--- src/motor_alarm_regs.svh ---
// Purpose: Register offsets, field positions, reset values and counts of the alarm detector.
// Assumes: Byte addresses on a 32-bit Avalon-MM slave, 10 MHz core clock.
// Notes: Definitions only; included by bare name.
`ifndef MOTOR_ALARM_REGS_SVH
`define MOTOR_ALARM_REGS_SVH
// Register byte offsets.
`define OFF_OP_SPEED 5'h00
`define OFF_OP_CTRL 5'h04
`define OFF_RESOLUTION 5'h08
`define OFF_WRAP 5'h0C
`define OFF_COMM_CFG 5'h10
`define OFF_STATUS 5'h14
`define OFF_MASK 5'h18
`define OFF_ALARM 5'h1C
// Field positions.
`define CTRL_PUSH_BIT 0
`define CTRL_START_BIT 1
`define CTRL_CNT_LSB 4
`define CTRL_DIR_LSB 8
`define WRAP_EN_BIT 16
`define CFG_TOUT_LSB 8
`define CFG_SENSOR_INPUT_A_EN_BIT 24
`define CFG_TIM_EN_BIT 25
`define ALM_ACTIVE_BIT 8
`define ALM_EXCITE_BIT 9
`define ALM_BRAKE_BIT 10
// Reset values.
`define RST_RESOLUTION 16'h03E8
`define RST_WRAP 17'h0_0000
`define RST_COMM_CFG 26'h300_0003
// Limits.
`define SPEED_ZERO 16'h0000
`define PUSH_SPEED_MAX 16'h01F4
`define RES_MIN 16'h0064
`define RES_MAX 16'h2710
`define LINK_MAX 4'h5
`define RATE_MAX 4'h4
// Alarm codes.
`define CODE_NONE 8'h00
`define CODE_GEAR 8'h71
`define CODE_WRAP 8'h72
`define CODE_SWITCH 8'h83
`define CODE_OPDATA 8'h70
`define CODE_NETBUS 8'h81
`define CODE_COMMERR 8'h84
`define CODE_TIMEOUT 8'h85
`define CODE_NETCONV 8'h8E
`define CODE_HOME 8'h64
// Alarms cleared only by a power cycle, excitation off.
`define PWR_ONLY_MASK 9'h007
// Timeout tick: one millisecond at a 100 ns clock period.
`define TICK_NS 1000000
`define CLK_NS 100
`define TICK_CYCLES (`TICK_NS / `CLK_NS)
`endif

--- src/motor_alarm_pkg.sv ---
// Purpose: Shared types of the alarm detector.
// Assumes: Nothing beyond the register header.
// Notes: Alarm vector bit order is also the code priority order.
package motor_alarm_pkg;
    // One bit per alarm source.
    typedef logic [8:0] alarm_vec_t;
    // Latched alarm code.
    typedef logic [7:0] alarm_code_t;
    // Alarm indexes.
    typedef enum logic [3:0] {
        A_GEAR, A_WRAP, A_SWITCH, A_OPDATA, A_NETBUS,
        A_COMMERR, A_TIMEOUT, A_NETCONV, A_HOME
    } alarm_idx_t;
endpackage

--- src/comm_watch.sv ---
// Purpose: Consecutive link error counter and link timeout for the serial master link.
// Assumes: Error and good-frame strobes are one-cycle pulses.
// Notes: A zero threshold or zero timeout disables that check.
`include "motor_alarm_regs.svh"
module comm_watch #(
    parameter int TICK = `TICK_CYCLES
) (
    input wire logic core_clk,
    input wire logic reset,
    input wire logic errPulse,
    input wire logic okPulse,
    input wire logic [7:0] threshold,
    input wire logic [15:0] timeoutMs,
    output logic errHit,
    output logic toutHit
);
    import motor_alarm_pkg::*;
    logic [7:0] errCnt_q; // Consecutive error count.
    logic [13:0] tick_q; // Millisecond prescaler.
    logic [15:0] msCnt_q; // Milliseconds without a good frame.
    logic tickNow; // One millisecond elapsed.
    assign tickNow = (tick_q == 14'(TICK - 1));

    // A good frame breaks the run; errors count up and saturate.
    always_ff @(posedge core_clk or posedge reset) begin
        if (reset) begin
            errCnt_q <= 8'h00;
        end else if (okPulse) begin
            errCnt_q <= 8'h00;
        end else if (errPulse && errCnt_q != 8'hFF) begin
            errCnt_q <= errCnt_q + 8'h01; // RULE_08
        end
    end

    // Error flag is a level while the count is at or past the threshold.
    always_ff @(posedge core_clk or posedge reset) begin
        if (reset) begin
            errHit <= 1'b0;
        end else begin
            errHit <= (threshold != 8'h00) && (errCnt_q >= threshold); // RULE_08
        end
    end

    // Free running prescaler giving the millisecond tick.
    always_ff @(posedge core_clk or posedge reset) begin
        if (reset) begin
            tick_q <= 14'h0000;
        end else begin
            tick_q <= tickNow ? 14'h0000 : tick_q + 14'h0001;
        end
    end

    // Milliseconds since the last good frame; held at 16'hFFFF.
    always_ff @(posedge core_clk or posedge reset) begin
        if (reset) begin
            msCnt_q <= 16'h0000;
            toutHit <= 1'b0;
        end else begin
            if (okPulse) begin
                msCnt_q <= 16'h0000;
            end else if (tickNow && msCnt_q != 16'hFFFF) begin
                msCnt_q <= msCnt_q + 16'h0001;
            end
            toutHit <= (timeoutMs != 16'h0000) && (msCnt_q >= timeoutMs); // RULE_09
        end
    end

    // The error flag follows the count reaching the threshold.
    commErrCount_a: assert property (@(posedge core_clk) disable iff (reset) // RULE_08
        (threshold != 8'h00 && errCnt_q >= threshold && $stable(threshold)) |=> errHit)
        else $error("error count at threshold without alarm");
endmodule

--- src/home_check.sv ---
// Purpose: Checks the sensor_input_a input and timing output while the home sensor is active.
// Assumes: All inputs are synchronous to core_clk.
// Notes: The verdict is taken when the home sensor drops during home seeking.
module home_check (
    input wire logic core_clk,
    input wire logic reset,
    input wire logic seeking,
    input wire logic homeSensorInput,
    input wire logic sensorInputA,
    input wire logic stepTimingOutput,
    input wire logic slitEn,
    input wire logic timEn,
    output logic fault
);
    import motor_alarm_pkg::*;
    logic homePrev_q; // Home sensor one cycle ago.
    logic seen_q; // An enabled qualifier was seen in this home window.
    logic hit; // Enabled qualifier active together with the home sensor.
    assign hit = homeSensorInput && ((slitEn && sensorInputA) || (timEn && stepTimingOutput));

    // Track qualifiers inside each home sensor window.
    always_ff @(posedge core_clk or posedge reset) begin
        if (reset) begin
            homePrev_q <= 1'b0;
            seen_q <= 1'b0;
        end else begin
            homePrev_q <= homeSensorInput;
            if (!seeking || (!homePrev_q && homeSensorInput)) begin
                seen_q <= hit;
            end else if (hit) begin
                seen_q <= 1'b1; // RULE_16
            end
        end
    end

    // A window that closes with no qualifier, while a check is enabled, is a fault pulse.
    always_ff @(posedge core_clk or posedge reset) begin
        if (reset) begin
            fault <= 1'b0;
        end else begin
            fault <= seeking && homePrev_q && !homeSensorInput && !seen_q
                && (slitEn || timEn); // RULE_17
        end
    end

    // With both checks disabled no fault may come.
    homeDisabled_a: assert property (@(posedge core_clk) disable iff (reset) // RULE_16
        (!slitEn && !timEn) |=> !fault)
        else $error("home check fault with both checks disabled");
endmodule

--- src/motor_alarm_detector.sv ---
// Purpose: Alarm detection, latching, excitation and brake control of a stepping driver.
// Assumes: Status inputs are synchronous to core_clk; reset stands for a power cycle.
// Notes: Registers sit on an Avalon-MM slave answering one cycle after a request.
// Operation
// RULE_01: Positioning start at zero speed raises alarm.
// RULE_02: Push-motion speed above limit raises alarm.
// RULE_03: Mixed directions or five links raise alarm.
// RULE_04: Resolution out of range: gear alarm, latched.
// RULE_05: Resolution inconsistent with wrap range: alarm.
// RULE_06: Disconnected network master while running: alarm.
// RULE_07: Out-of-range rate switch raises alarm.
// RULE_08: Consecutive link errors reaching threshold alarm.
// RULE_09: Link timeout without communication raises alarm.
// RULE_10: Network converter alarm raises alarm.
// RULE_11: Excitation-off alarms cut motor current.
// RULE_12: Excitation-off alarms engage fitted brake.
// RULE_13: Excitation-on alarms keep motor current.
// RULE_14: Falling alarm-clear input clears resettable alarms.
// RULE_15: Rate switch alarm clears only on power.
// RULE_16: Home seeking needs sensor_input_a or timing, selectable.
// RULE_17: Neither seen during home seeking: alarm.
// RULE_18: Active alarm code latched until cleared.
`include "motor_alarm_regs.svh"
module motor_alarm_detector #(
    parameter int MS_CYCLES = `TICK_CYCLES
) (
    input wire logic core_clk,
    input wire logic reset,
    input wire logic [4:0] address,
    input wire logic read,
    input wire logic write,
    input wire logic [31:0] writedata,
    input wire logic [3:0] byteenable,
    output logic [31:0] readdata,
    output logic waitrequest,
    input wire logic alarmClearInput,
    input wire logic sensorInputA,
    input wire logic stepTimingOutput,
    input wire logic homeSensorInput,
    input wire logic homeSeeking,
    input wire logic [3:0] rateSelectSwitch,
    input wire logic motorOperating,
    input wire logic netMasterDisconnected,
    input wire logic netConverterAlarm,
    input wire logic commErrorPulse,
    input wire logic commGoodPulse,
    input wire logic brakeFitted,
    output logic motorExcite,
    output logic brakeEngage,
    output logic alarmOut,
    output motor_alarm_pkg::alarm_code_t alarmCode,
    output logic irq
);
    import motor_alarm_pkg::*;

    // Merge write data into a register under the byte enables.
    function automatic logic [31:0] merge(input logic [31:0] old, input logic [31:0] wd,
                                          input logic [3:0] be);
        logic [31:0] m;
        m = {{8{be[3]}}, {8{be[2]}}, {8{be[1]}}, {8{be[0]}}};
        return (old & ~m) | (wd & m);
    endfunction

    // Mask of the first n linked entries, capped at eight.
    function automatic logic [7:0] linkMask(input logic [3:0] n);
        logic [7:0] m;
        m = (n >= 4'h8) ? 8'hFF : 8'((9'h001 << n) - 9'h001);
        return m;
    endfunction

    // Code of one alarm index.
    function automatic alarm_code_t codeOf(input int idx);
        alarm_code_t c;
        c = `CODE_NONE;
        case (idx)
            A_GEAR: c = `CODE_GEAR;
            A_WRAP: c = `CODE_WRAP;
            A_SWITCH: c = `CODE_SWITCH;
            A_OPDATA: c = `CODE_OPDATA;
            A_NETBUS: c = `CODE_NETBUS;
            A_COMMERR: c = `CODE_COMMERR;
            A_TIMEOUT: c = `CODE_TIMEOUT;
            A_NETCONV: c = `CODE_NETCONV;
            A_HOME: c = `CODE_HOME;
            default: c = `CODE_NONE;
        endcase
        return c;
    endfunction

    logic [15:0] speed_q; // Operating speed in r/min.
    logic [15:0] ctrl_q; // Push flag, link count and link directions.
    logic [15:0] res_q; // Resolution in pulses per revolution.
    logic [16:0] wrap_q; // Wrap range and wrap enable.
    logic [25:0] cfg_q; // Link threshold, timeout and home check enables.
    alarm_vec_t status_q; // Sticky alarm events.
    alarm_vec_t mask_q; // Interrupt enables.
    alarm_vec_t pend_q; // Alarms now pending.
    alarm_vec_t raise; // Alarm conditions this cycle.
    alarm_vec_t pend_d; // Next pending set.
    alarm_vec_t stClr; // Status bits cleared by software.
    logic clrPrev_q; // Alarm-clear input one cycle ago.
    logic clrFall; // Falling edge of the alarm-clear input.
    logic busTake; // Request accepted this cycle.
    logic wrTake; // Write accepted this cycle.
    logic startWr; // Start bit written this cycle.
    logic [31:0] wctl; // Merged control word of a write.
    logic pushMode; // Start request is a push-motion.
    logic [3:0] linkCnt; // Number of linked entries.
    logic [7:0] linkSel; // Directions of the linked entries.
    logic opBad; // Operation data fault on start.
    logic commErr; // Consecutive link error flag.
    logic commTout; // Link timeout flag.
    logic homeFault; // Home sensor qualifier fault.
    logic pwrAlarm; // An excitation-off alarm is pending.
    alarm_code_t code_d; // Highest priority pending code.

    assign busTake = (read || write) && !waitrequest;
    assign wrTake = busTake && write;
    assign clrFall = clrPrev_q && !alarmClearInput;
    assign wctl = merge({16'h0000, ctrl_q}, writedata, byteenable);
    assign startWr = wrTake && (address == `OFF_OP_CTRL) && wctl[`CTRL_START_BIT];
    assign pushMode = wctl[`CTRL_PUSH_BIT];
    assign linkCnt = wctl[`CTRL_CNT_LSB +: 4];
    assign linkSel = wctl[`CTRL_DIR_LSB +: 8] & linkMask(linkCnt);
    assign pwrAlarm = |(pend_q & alarm_vec_t'(`PWR_ONLY_MASK));

    // Operation data check made when a start is written.
    always_comb begin
        opBad = 1'b0;
        if (!pushMode && speed_q == `SPEED_ZERO) begin
            opBad = 1'b1; // RULE_01
        end
        if (pushMode && speed_q > `PUSH_SPEED_MAX) begin
            opBad = 1'b1; // RULE_02
        end
        if (linkCnt >= `LINK_MAX || (linkSel != 8'h00 && linkSel != linkMask(linkCnt))) begin
            opBad = 1'b1; // RULE_03
        end
    end

    // Link error counter and timeout.
    comm_watch #(.TICK(MS_CYCLES)) uComm (
        .core_clk(core_clk),
        .reset(reset),
        .errPulse(commErrorPulse),
        .okPulse(commGoodPulse),
        .threshold(cfg_q[7:0]),
        .timeoutMs(cfg_q[`CFG_TOUT_LSB +: 16]),
        .errHit(commErr),
        .toutHit(commTout)
    );

    // Sensor_input_a and timing check during home seeking.
    home_check uHome (
        .core_clk(core_clk),
        .reset(reset),
        .seeking(homeSeeking),
        .homeSensorInput(homeSensorInput),
        .sensorInputA(sensorInputA),
        .stepTimingOutput(stepTimingOutput),
        .slitEn(cfg_q[`CFG_SENSOR_INPUT_A_EN_BIT]),
        .timEn(cfg_q[`CFG_TIM_EN_BIT]),
        .fault(homeFault)
    );

    // Gather the alarm conditions of this cycle.
    always_comb begin
        raise = '0;
        raise[A_GEAR] = (res_q < `RES_MIN) || (res_q > `RES_MAX); // RULE_04
        raise[A_WRAP] = wrap_q[`WRAP_EN_BIT] && (wrap_q[15:0] < res_q); // RULE_05
        raise[A_SWITCH] = rateSelectSwitch > `RATE_MAX; // RULE_07
        raise[A_OPDATA] = startWr && opBad;
        raise[A_NETBUS] = motorOperating && netMasterDisconnected; // RULE_06
        raise[A_COMMERR] = commErr; // RULE_08
        raise[A_TIMEOUT] = commTout; // RULE_09
        raise[A_NETCONV] = netConverterAlarm; // RULE_10
        raise[A_HOME] = homeFault; // RULE_17
    end

    // Falling clear edge drops resettable alarms; a new raise wins over the clear.
    always_comb begin
        pend_d = pend_q;
        if (clrFall) begin
            pend_d = pend_q & alarm_vec_t'(`PWR_ONLY_MASK); // RULE_14 RULE_15
        end
        pend_d = pend_d | raise;
    end

    // Pending alarms; only reset removes the power cycle class.
    always_ff @(posedge core_clk or posedge reset) begin
        if (reset) begin
            pend_q <= '0;
            clrPrev_q <= 1'b0;
        end else begin
            pend_q <= pend_d; // RULE_04 RULE_15
            clrPrev_q <= alarmClearInput;
        end
    end

    // Priority encode the pending set; power cycle class first.
    always_comb begin
        code_d = `CODE_NONE;
        for (int i = 8; i >= 0; i--) begin
            if (pend_d[i]) begin
                code_d = codeOf(i);
            end
        end
    end

    // Alarm code and alarm output stand while an alarm is pending.
    always_ff @(posedge core_clk or posedge reset) begin
        if (reset) begin
            alarmCode <= `CODE_NONE;
            alarmOut <= 1'b0;
        end else begin
            alarmCode <= code_d; // RULE_18
            alarmOut <= |pend_d;
        end
    end

    // Excitation and brake follow the pending excitation-off class.
    always_ff @(posedge core_clk or posedge reset) begin
        if (reset) begin
            motorExcite <= 1'b1;
            brakeEngage <= 1'b0;
        end else begin
            motorExcite <= !pwrAlarm; // RULE_11 RULE_13
            brakeEngage <= pwrAlarm && brakeFitted; // RULE_12
        end
    end

    // Software write-one-to-clear on the status register.
    assign stClr = (wrTake && address == `OFF_STATUS) ?
        alarm_vec_t'(merge('0, writedata, byteenable)) : '0;

    // Sticky status: each newly pending alarm sets its bit; a set beats a clear.
    always_ff @(posedge core_clk or posedge reset) begin
        if (reset) begin
            status_q <= '0;
        end else begin
            status_q <= (status_q & ~stClr) | (raise & ~pend_q);
        end
    end

    // Level interrupt from unmasked status bits.
    always_ff @(posedge core_clk or posedge reset) begin
        if (reset) begin
            irq <= 1'b0;
        end else begin
            irq <= |(status_q & mask_q);
        end
    end

    // Writable registers.
    always_ff @(posedge core_clk or posedge reset) begin
        if (reset) begin
            speed_q <= 16'h0000;
            ctrl_q <= 16'h0000;
            res_q <= `RST_RESOLUTION;
            wrap_q <= `RST_WRAP;
            cfg_q <= `RST_COMM_CFG;
            mask_q <= '0;
        end else if (wrTake) begin
            unique case (address)
                `OFF_OP_SPEED: speed_q <= 16'(merge({16'h0000, speed_q}, writedata, byteenable));
                `OFF_OP_CTRL: ctrl_q <= wctl[15:0] & 16'hFFFD;
                `OFF_RESOLUTION: res_q <= 16'(merge({16'h0000, res_q}, writedata, byteenable));
                `OFF_WRAP: wrap_q <= 17'(merge({15'h0000, wrap_q}, writedata, byteenable));
                `OFF_COMM_CFG: cfg_q <= 26'(merge({6'h00, cfg_q}, writedata, byteenable));
                `OFF_MASK: mask_q <= alarm_vec_t'(merge('0, writedata, byteenable));
                default: ;
            endcase
        end
    end

    // One wait cycle per request; read data are set during it.
    always_ff @(posedge core_clk or posedge reset) begin
        if (reset) begin
            waitrequest <= 1'b1;
            readdata <= 32'h0000_0000;
        end else begin
            waitrequest <= !((read || write) && waitrequest);
            if (read && waitrequest) begin
                unique case (address)
                    `OFF_OP_SPEED: readdata <= {16'h0000, speed_q};
                    `OFF_OP_CTRL: readdata <= {16'h0000, ctrl_q};
                    `OFF_RESOLUTION: readdata <= {16'h0000, res_q};
                    `OFF_WRAP: readdata <= {15'h0000, wrap_q};
                    `OFF_COMM_CFG: readdata <= {6'h00, cfg_q};
                    `OFF_STATUS: readdata <= {23'h00_0000, status_q};
                    `OFF_MASK: readdata <= {23'h00_0000, mask_q};
                    `OFF_ALARM: readdata <= {21'h00_0000, brakeEngage, motorExcite,
                                             alarmOut, alarmCode};
                    default: readdata <= 32'h0000_0000;
                endcase
            end
        end
    end

    // Zero speed positioning start raises the operation data alarm.
    zeroSpeed_a: assert property (@(posedge core_clk) disable iff (reset) // RULE_01
        (startWr && !pushMode && speed_q == `SPEED_ZERO) |=> pend_q[A_OPDATA])
        else $error("zero speed start without alarm");

    // Too fast push-motion start raises the operation data alarm.
    pushSpeed_a: assert property (@(posedge core_clk) disable iff (reset) // RULE_02
        (startWr && pushMode && speed_q > `PUSH_SPEED_MAX) |=> pend_q[A_OPDATA])
        else $error("fast push start without alarm");

    // Five or more links raise the operation data alarm.
    linkCount_a: assert property (@(posedge core_clk) disable iff (reset) // RULE_03
        (startWr && linkCnt >= `LINK_MAX) |=> pend_q[A_OPDATA])
        else $error("long link chain without alarm");

    // A gear alarm stays until reset, whatever the clear input does.
    gearHold_a: assert property (@(posedge core_clk) disable iff (reset) // RULE_04
        pend_q[A_GEAR] |=> pend_q[A_GEAR] [*3])
        else $error("gear alarm left without power cycle");

    // Network bus fault while running is caught next cycle.
    netBus_a: assert property (@(posedge core_clk) disable iff (reset) // RULE_06
        (motorOperating && netMasterDisconnected) |=> alarmOut && pend_q[A_NETBUS])
        else $error("network bus fault missed");

    // Rate switch fault is raised and survives a clear edge.
    rateSwitch_a: assert property (@(posedge core_clk) disable iff (reset) // RULE_15
        (rateSelectSwitch > `RATE_MAX) |=> pend_q[A_SWITCH] ##1 pend_q[A_SWITCH])
        else $error("rate switch alarm dropped");

    // Excitation is off one cycle after an excitation-off alarm, with the brake if fitted.
    exciteOff_a: assert property (@(posedge core_clk) disable iff (reset) // RULE_11
        pwrAlarm |=> !motorExcite && (brakeEngage == $past(brakeFitted)))
        else $error("excitation not cut");

    // Excitation-on alarms leave current on.
    exciteOn_a: assert property (@(posedge core_clk) disable iff (reset) // RULE_13
        (!pwrAlarm && pend_q != '0) |=> motorExcite && !brakeEngage)
        else $error("excitation dropped on holding alarm");

    // A clear edge with no new cause removes a resettable alarm.
    clearEdge_a: assert property (@(posedge core_clk) disable iff (reset) // RULE_14
        (clrFall && !raise[A_NETCONV]) |=> !pend_q[A_NETCONV])
        else $error("resettable alarm not cleared");

    // The code shows the operation data alarm once it is the only pending alarm.
    codeLatch_a: assert property (@(posedge core_clk) disable iff (reset) // RULE_18
        pend_q[A_OPDATA] && !pwrAlarm && pend_q[A_NETBUS] == 1'b0 ##0 $stable(pend_q)
        |-> alarmCode == `CODE_OPDATA || pend_q[8:5] != '0)
        else $error("latched code wrong");

    // The bus answers exactly one cycle after a request is raised.
    busAnswer_a: assert property (@(posedge core_clk) disable iff (reset)
        ((read || write) && waitrequest) |=> !waitrequest)
        else $error("bus answer late");

    startCover_c: cover property (@(posedge core_clk) disable iff (reset) startWr && opBad);
    clearCover_c: cover property (@(posedge core_clk) disable iff (reset)
        clrFall && pend_q != '0);
    gearCover_c: cover property (@(posedge core_clk) disable iff (reset) pend_q[A_GEAR]);
endmodule

--- config.mk ---
export PLATFORM = sky130hd
export DESIGN_NAME = motor_alarm_detector
export DESIGN_NICKNAME = d
export VERILOG_FILES = /design/src/motor_alarm_pkg.sv /design/src/comm_watch.sv /design/src/home_check.sv /design/src/motor_alarm_detector.sv
export VERILOG_INCLUDE_DIRS = /design/src /design/src/src
export SDC_FILE = /design/constraint.sdc
export NUM_CORES = 1
export LEC_CHECK = 0
export BUFFER_PORTS_ARGS = -buffer_cell sky130_fd_sc_hd__buf_4
export CORE_MARGIN = 1.5
export CORE_UTILIZATION = 25
export DETAILED_ROUTE_END_ITERATION = 12
export GPL_TIMING_DRIVEN = 0
export PLACE_DENSITY = 0.52
export SLEW_MARGIN = 10
export SYNTH_ARGS = -nofsm -noshare
export SYNTH_HDL_FRONTEND = slang
export SYNTH_HIERARCHICAL = 1
export SYNTH_SLANG_ARGS = --single-unit
--- constraint.sdc ---
create_clock -name core_clk -period 6.3 [get_ports core_clk]
set_input_delay 0.63 -clock core_clk [delete_from_list [all_inputs] [get_ports core_clk]]
set_output_delay 0.63 -clock core_clk [all_outputs]
set_load 0.01 [all_outputs]
==> Flow_metrics.wiki <==
{| class="wikitable"
! Metric !! Value
|-
| Total instance count after detailed placement || 1647
|-
| Metal3 WL || 1660 um
|-
| Fraction of post-synthesis cell area in the top cell type by area || 45.2%
|-
| Die area || 42600 um2
|-
| Initial standard-cell utilization of the core || 25.4%
|-
| Number of buffers created by CTS || 17
|-
| Leakage || 5.54 nW
|-
| Maximum clock frequency || 0.246 GHz
|-
| Cell with the largest stage delay on the worst path || sky130_fd_sc_hd__or4_4
|-
| Post-synth EDFFs || 0
|-
| Type of the tightest min-delay check || in -> async
|-
| Total power divided by cell area || 242 nW/um2
|-
| Clock buffer depth || 2
|-
| Sequential cell area in the final layout || 4990 um2
|-
| Ys async rst share || 100%
|-
| Met2 WL || 13900 um
|-
| Area of the core || 40800 um2
|-
| Top Ports || 105
|-
| Total gr overflow || 0
|-
| Required time at the worst-slack endpoint || 6.62 ns
|-
| Outcome || completed
|-
| Count of state elements after synthesis || 199
|-
| Number of antenna repair diodes || 0
|-
| Fraction of final layout cells sized beyond drive strength 1 || 20.1%
|-
| Reg clk slew, reported paths || 0.08 ns
|-
| Classification of the worst setup path || in -> reg
|-
| Final cycle utilization of the critical path || 64.5%
|-
| Maximum vdd drop || 159 uV
|-
| Via count || 8227
|-
| Finished Cell Area || 12300 um2
|-
| Mapped cell area || 10400 um2
|-
| YS warnings || 6
|-
| Endpoint arrival time on the critical path || 4.38 ns
|-
| Number of DRC violations after detailed-routing iteration 0 || 683
|-
| Die Height || 206 um
|-
| Standard-cell row count || 74
|-
| Post-detailed-route count of antenna-violating nets || 0
|-
| Crit path buf inv count || 3
|-
| Final setup violation count || 0
|-
| Count of buffers from port buffering || 86
|-
| Vias/cell || 4.90
|-
| Post-CTS Hold Fix Bufs || 0
|-
| Metal1 wirelength || 14900 um
|-
| Total area of multi-input combinational cells || 4930 um2
|-
| Cell accounting for the most synthesized area || sky130_fd_sc_hd__dfrtp_1
|-
| TritonCTS clock tree || yes
|-
| Largest net degree at the start of global routing || 94
|-
| Biggest area contributors in the synthesized netlist || sky130_fd_sc_hd__dfrtp_1 (45%), sky130_fd_sc_hd__mux2_2 (8.1%), sky130_fd_sc_hd__o21ai_0 (5.4%), sky130_fd_sc_hd__ha_1 (5.2%), sky130_fd_sc_hd__nand2_1 (4.5%)
|-
| Fin Setup TNS || 0 ns
|-
| Post-synthesis average cell area || 10.1 um2
|-
| First-pass GRT wire length || 48000 um
|-
| Final number of hold-violating endpoints || 0
|-
| Delay contributed by the slowest stage of the critical path || 0.57 ns
|-
| Highest net fanout along the worst path || 10
|-
| # DRC || 0
|-
| Worst-skew pair later-pin latency || 0.45 ns
|-
| Highest routing layer actually used || met5
|-
| Drt total wl || 31000 um
|-
| Number of gates given a new drive strength after cts || 0
|-
| Max Transition Viols Final || 0
|-
| Worst setup EP type || flop
|-
| Number of global-route vias before repair || 7936
|-
| CP Launch Type || input pin
|-
| All-Layer GR Usage || 15.0%
|-
| Area Overhead vs Synth || 19.2%
|-
| Number of sinks handled by clock tree synthesis || 199
|-
| # nets final || 1237
|-
| Count of cell types in the netlist || 67
|-
| Filler Cell Count || 4216
|-
| Routed wire length per instance || 18.5 um
|-
| Clock Root Buffer || sky130_fd_sc_hd__clkbuf_16
|-
| HPWL after detailed placement || 23800 um
|-
| RSZ-0062 raised after global routing || false
|-
| Die width || 206 um
|-
| Number of detailed-routing iterations run before antenna repair || 8
|-
| Register area share after synthesis || 48.3%
|-
| Count of non-filler cells in the finished layout || 1679
|-
| RePlAce Congestion || 0.914
|-
| Cell chain of the critical path || buf_6 > buf_2 > buf_1 > nor3b_1 > o21ai_0 > ha_1 > or4_4 > nand3_1 > o2111ai_1 > o32a_1 > o31ai_4 > nand4_1 > or4_1
|-
| Max-cap viol count || 0
|-
| Clock tree skew after final layout || 0.0147 ns
|-
| Post-CTS Setup Bufs || 0
|-
| Min Tclk post-route || 4.06 ns
|-
| Relative slew slack || 33.7%
|-
| Area of placed instances || 11700 um2
|-
| Antenna violations before repair || 1
|-
| H-tree levels || 4
|-
| Worst Tran Pin Value || 0.987 ns
|-
| Synth Instances || 1022
|-
| Synth Flop Type || sky130_fd_sc_hd__dfrtp_1
|-
| Final hold slack || 0.0970 ns
|-
| Crit-path leading delay family || simple AND/OR/NAND/NOR gates
|}
[path summary, 6_finish.rpt]
path | slack, ns | depth (start not counted) | to | from
max | 2.24 | 13 | alarmOut | byteenable[0]
min | 0.1 | 2 | uHome/seen_q | reset
max reg2reg | 2.35 | 8 | alarmOut | flop
min reg2reg | 0.44 | 1 | uHome/fault | uHome/seen_q
max in group asynchronous | 5.16 | 3 | async pin | reset
min in group core_clk | 0.30 | 1 | clrPrev_q | alarmClearInput
[cells by family after synthesis]
| family | share of synthesized area [%] |
|---|---|
| simple gates | 15.0 |
| compound gates | 13.5 |
| flops | 48.3 |
| mux | 11.2 |
| buf+inv | 4.35 |
| fa+ha+maj | 5.20 |
| xor+xnor | 2.45 |
| other cells | 0.0362 |
[cells in the final DEF, fill, tap and decap left out, types with 8 or more instances in the layout]
cell type | Yosys | layout
sky130_fd_sc_hd__a21o_1 | 9 | 9
sky130_fd_sc_hd__a21oi_1 | 27 | 27
sky130_fd_sc_hd__a221oi_1 | 8 | 8
sky130_fd_sc_hd__a222oi_1 | 9 | 9
sky130_fd_sc_hd__a22o_1 | 9 | 9
sky130_fd_sc_hd__a22oi_1 | 11 | 11
sky130_fd_sc_hd__and3_1 | 12 | 12
sky130_fd_sc_hd__buf_4 | 7 | 93
sky130_fd_sc_hd__clkbuf_1 | 34 | 34
sky130_fd_sc_hd__clkbuf_16 | 0 | 17
sky130_fd_sc_hd__dfrtp_1 | 187 | 187
sky130_fd_sc_hd__dfstp_2 | 12 | 12
sky130_fd_sc_hd__ha_1 | 43 | 43
sky130_fd_sc_hd__inv_1 | 57 | 55
sky130_fd_sc_hd__mux2_2 | 74 | 74
sky130_fd_sc_hd__mux2i_1 | 31 | 31
sky130_fd_sc_hd__nand2_1 | 123 | 123
sky130_fd_sc_hd__nand3_1 | 31 | 31
sky130_fd_sc_hd__nand4_1 | 14 | 14
sky130_fd_sc_hd__nor2_1 | 50 | 50
sky130_fd_sc_hd__nor3_1 | 21 | 21
sky130_fd_sc_hd__nor4_1 | 23 | 22
sky130_fd_sc_hd__o21ai_0 | 112 | 112
sky130_fd_sc_hd__xnor2_1 | 22 | 22
[layer usage]
| metal | vias up | GRT usage (%) |
|---|---|---|
| li1 | 3899 | - |
| met1 | 4056 | 21.4 |
| met2 | 241 | 23.1 |
| met3 | 29 | 2.81 |
| met4 | 2 | 3.93 |
| met5 | - | 0 |
[layout make-up]
type	instances	area share, %
Tap cell	532	5.40
Sequential cell	199	40.5
Buffer	49	1.92
Clock buffer	19	3.67
Inverter	57	1.80
Clock inverter	13	1.14
Timing Repair Buffer	88	5.62
Multi-Input combinational cell	722	40.0
[worst register-to-register path, stage by stage (launching register included)]
cell and delay [ns]:
sky130_fd_sc_hd__dfrtp_1 0.41, sky130_fd_sc_hd__or4_1 0.57, sky130_fd_sc_hd__a2111oi_0 0.66, sky130_fd_sc_hd__o41ai_1 0.20, sky130_fd_sc_hd__a2111oi_2 0.75, sky130_fd_sc_hd__nand2b_1 0.30, sky130_fd_sc_hd__nor4_2 0.31, sky130_fd_sc_hd__nand4_1 0.19
sky130_fd_sc_hd__or4_1 0.44
[power breakdown]
group / internal (mW) / switching, mW
logic: 0.171 / 0.243
registers: 1.37 / 0.0906
clock network: 0.580 / 0.531
[through the flow]
stage	utilization, %	worst slack [ns]	power [mW]
final	30.2	2.24	2.98
after global routing	30.2	2.06	3.13
after CTS	30.2	2.29	3.02
after detailed placement	28.8	1.83	1.90
after global placement	28.6	-0.756	1.89
after floorplan	-	1.48	1.72
[cell usage after synthesis (3+ instances only)]
library cell	number
sky130_fd_sc_hd__clkbuf_1	34
sky130_fd_sc_hd__nor4_1	23
sky130_fd_sc_hd__a21o_1	9
sky130_fd_sc_hd__mux2_2	74
sky130_fd_sc_hd__a22o_1	9
sky130_fd_sc_hd__dfstp_2	12
sky130_fd_sc_hd__a22oi_1	11
sky130_fd_sc_hd__xor2_1	7
sky130_fd_sc_hd__or4_4	3
sky130_fd_sc_hd__nand2_1	123
sky130_fd_sc_hd__or3_1	5
sky130_fd_sc_hd__a211oi_1	3
sky130_fd_sc_hd__nor2_1	50
sky130_fd_sc_hd__inv_1	57
sky130_fd_sc_hd__and2_1	3
sky130_fd_sc_hd__o21bai_1	4
sky130_fd_sc_hd__nand2b_1	7
sky130_fd_sc_hd__o21ai_0	112
sky130_fd_sc_hd__nand4_1	14
sky130_fd_sc_hd__nor2b_1	7
sky130_fd_sc_hd__nor3_1	21
sky130_fd_sc_hd__a21oi_1	27
sky130_fd_sc_hd__and3_1	12
sky130_fd_sc_hd__and4_1	5
sky130_fd_sc_hd__mux2i_1	31
sky130_fd_sc_hd__buf_4	7
sky130_fd_sc_hd__nand3_1	31
sky130_fd_sc_hd__ha_1	43
sky130_fd_sc_hd__a222oi_1	9
sky130_fd_sc_hd__dfrtp_1	187
sky130_fd_sc_hd__buf_6	3
sky130_fd_sc_hd__xnor2_1	22
sky130_fd_sc_hd__o21a_1	3
sky130_fd_sc_hd__a221oi_1	8
No activity file was read; power rests on OpenSTA's default activity.
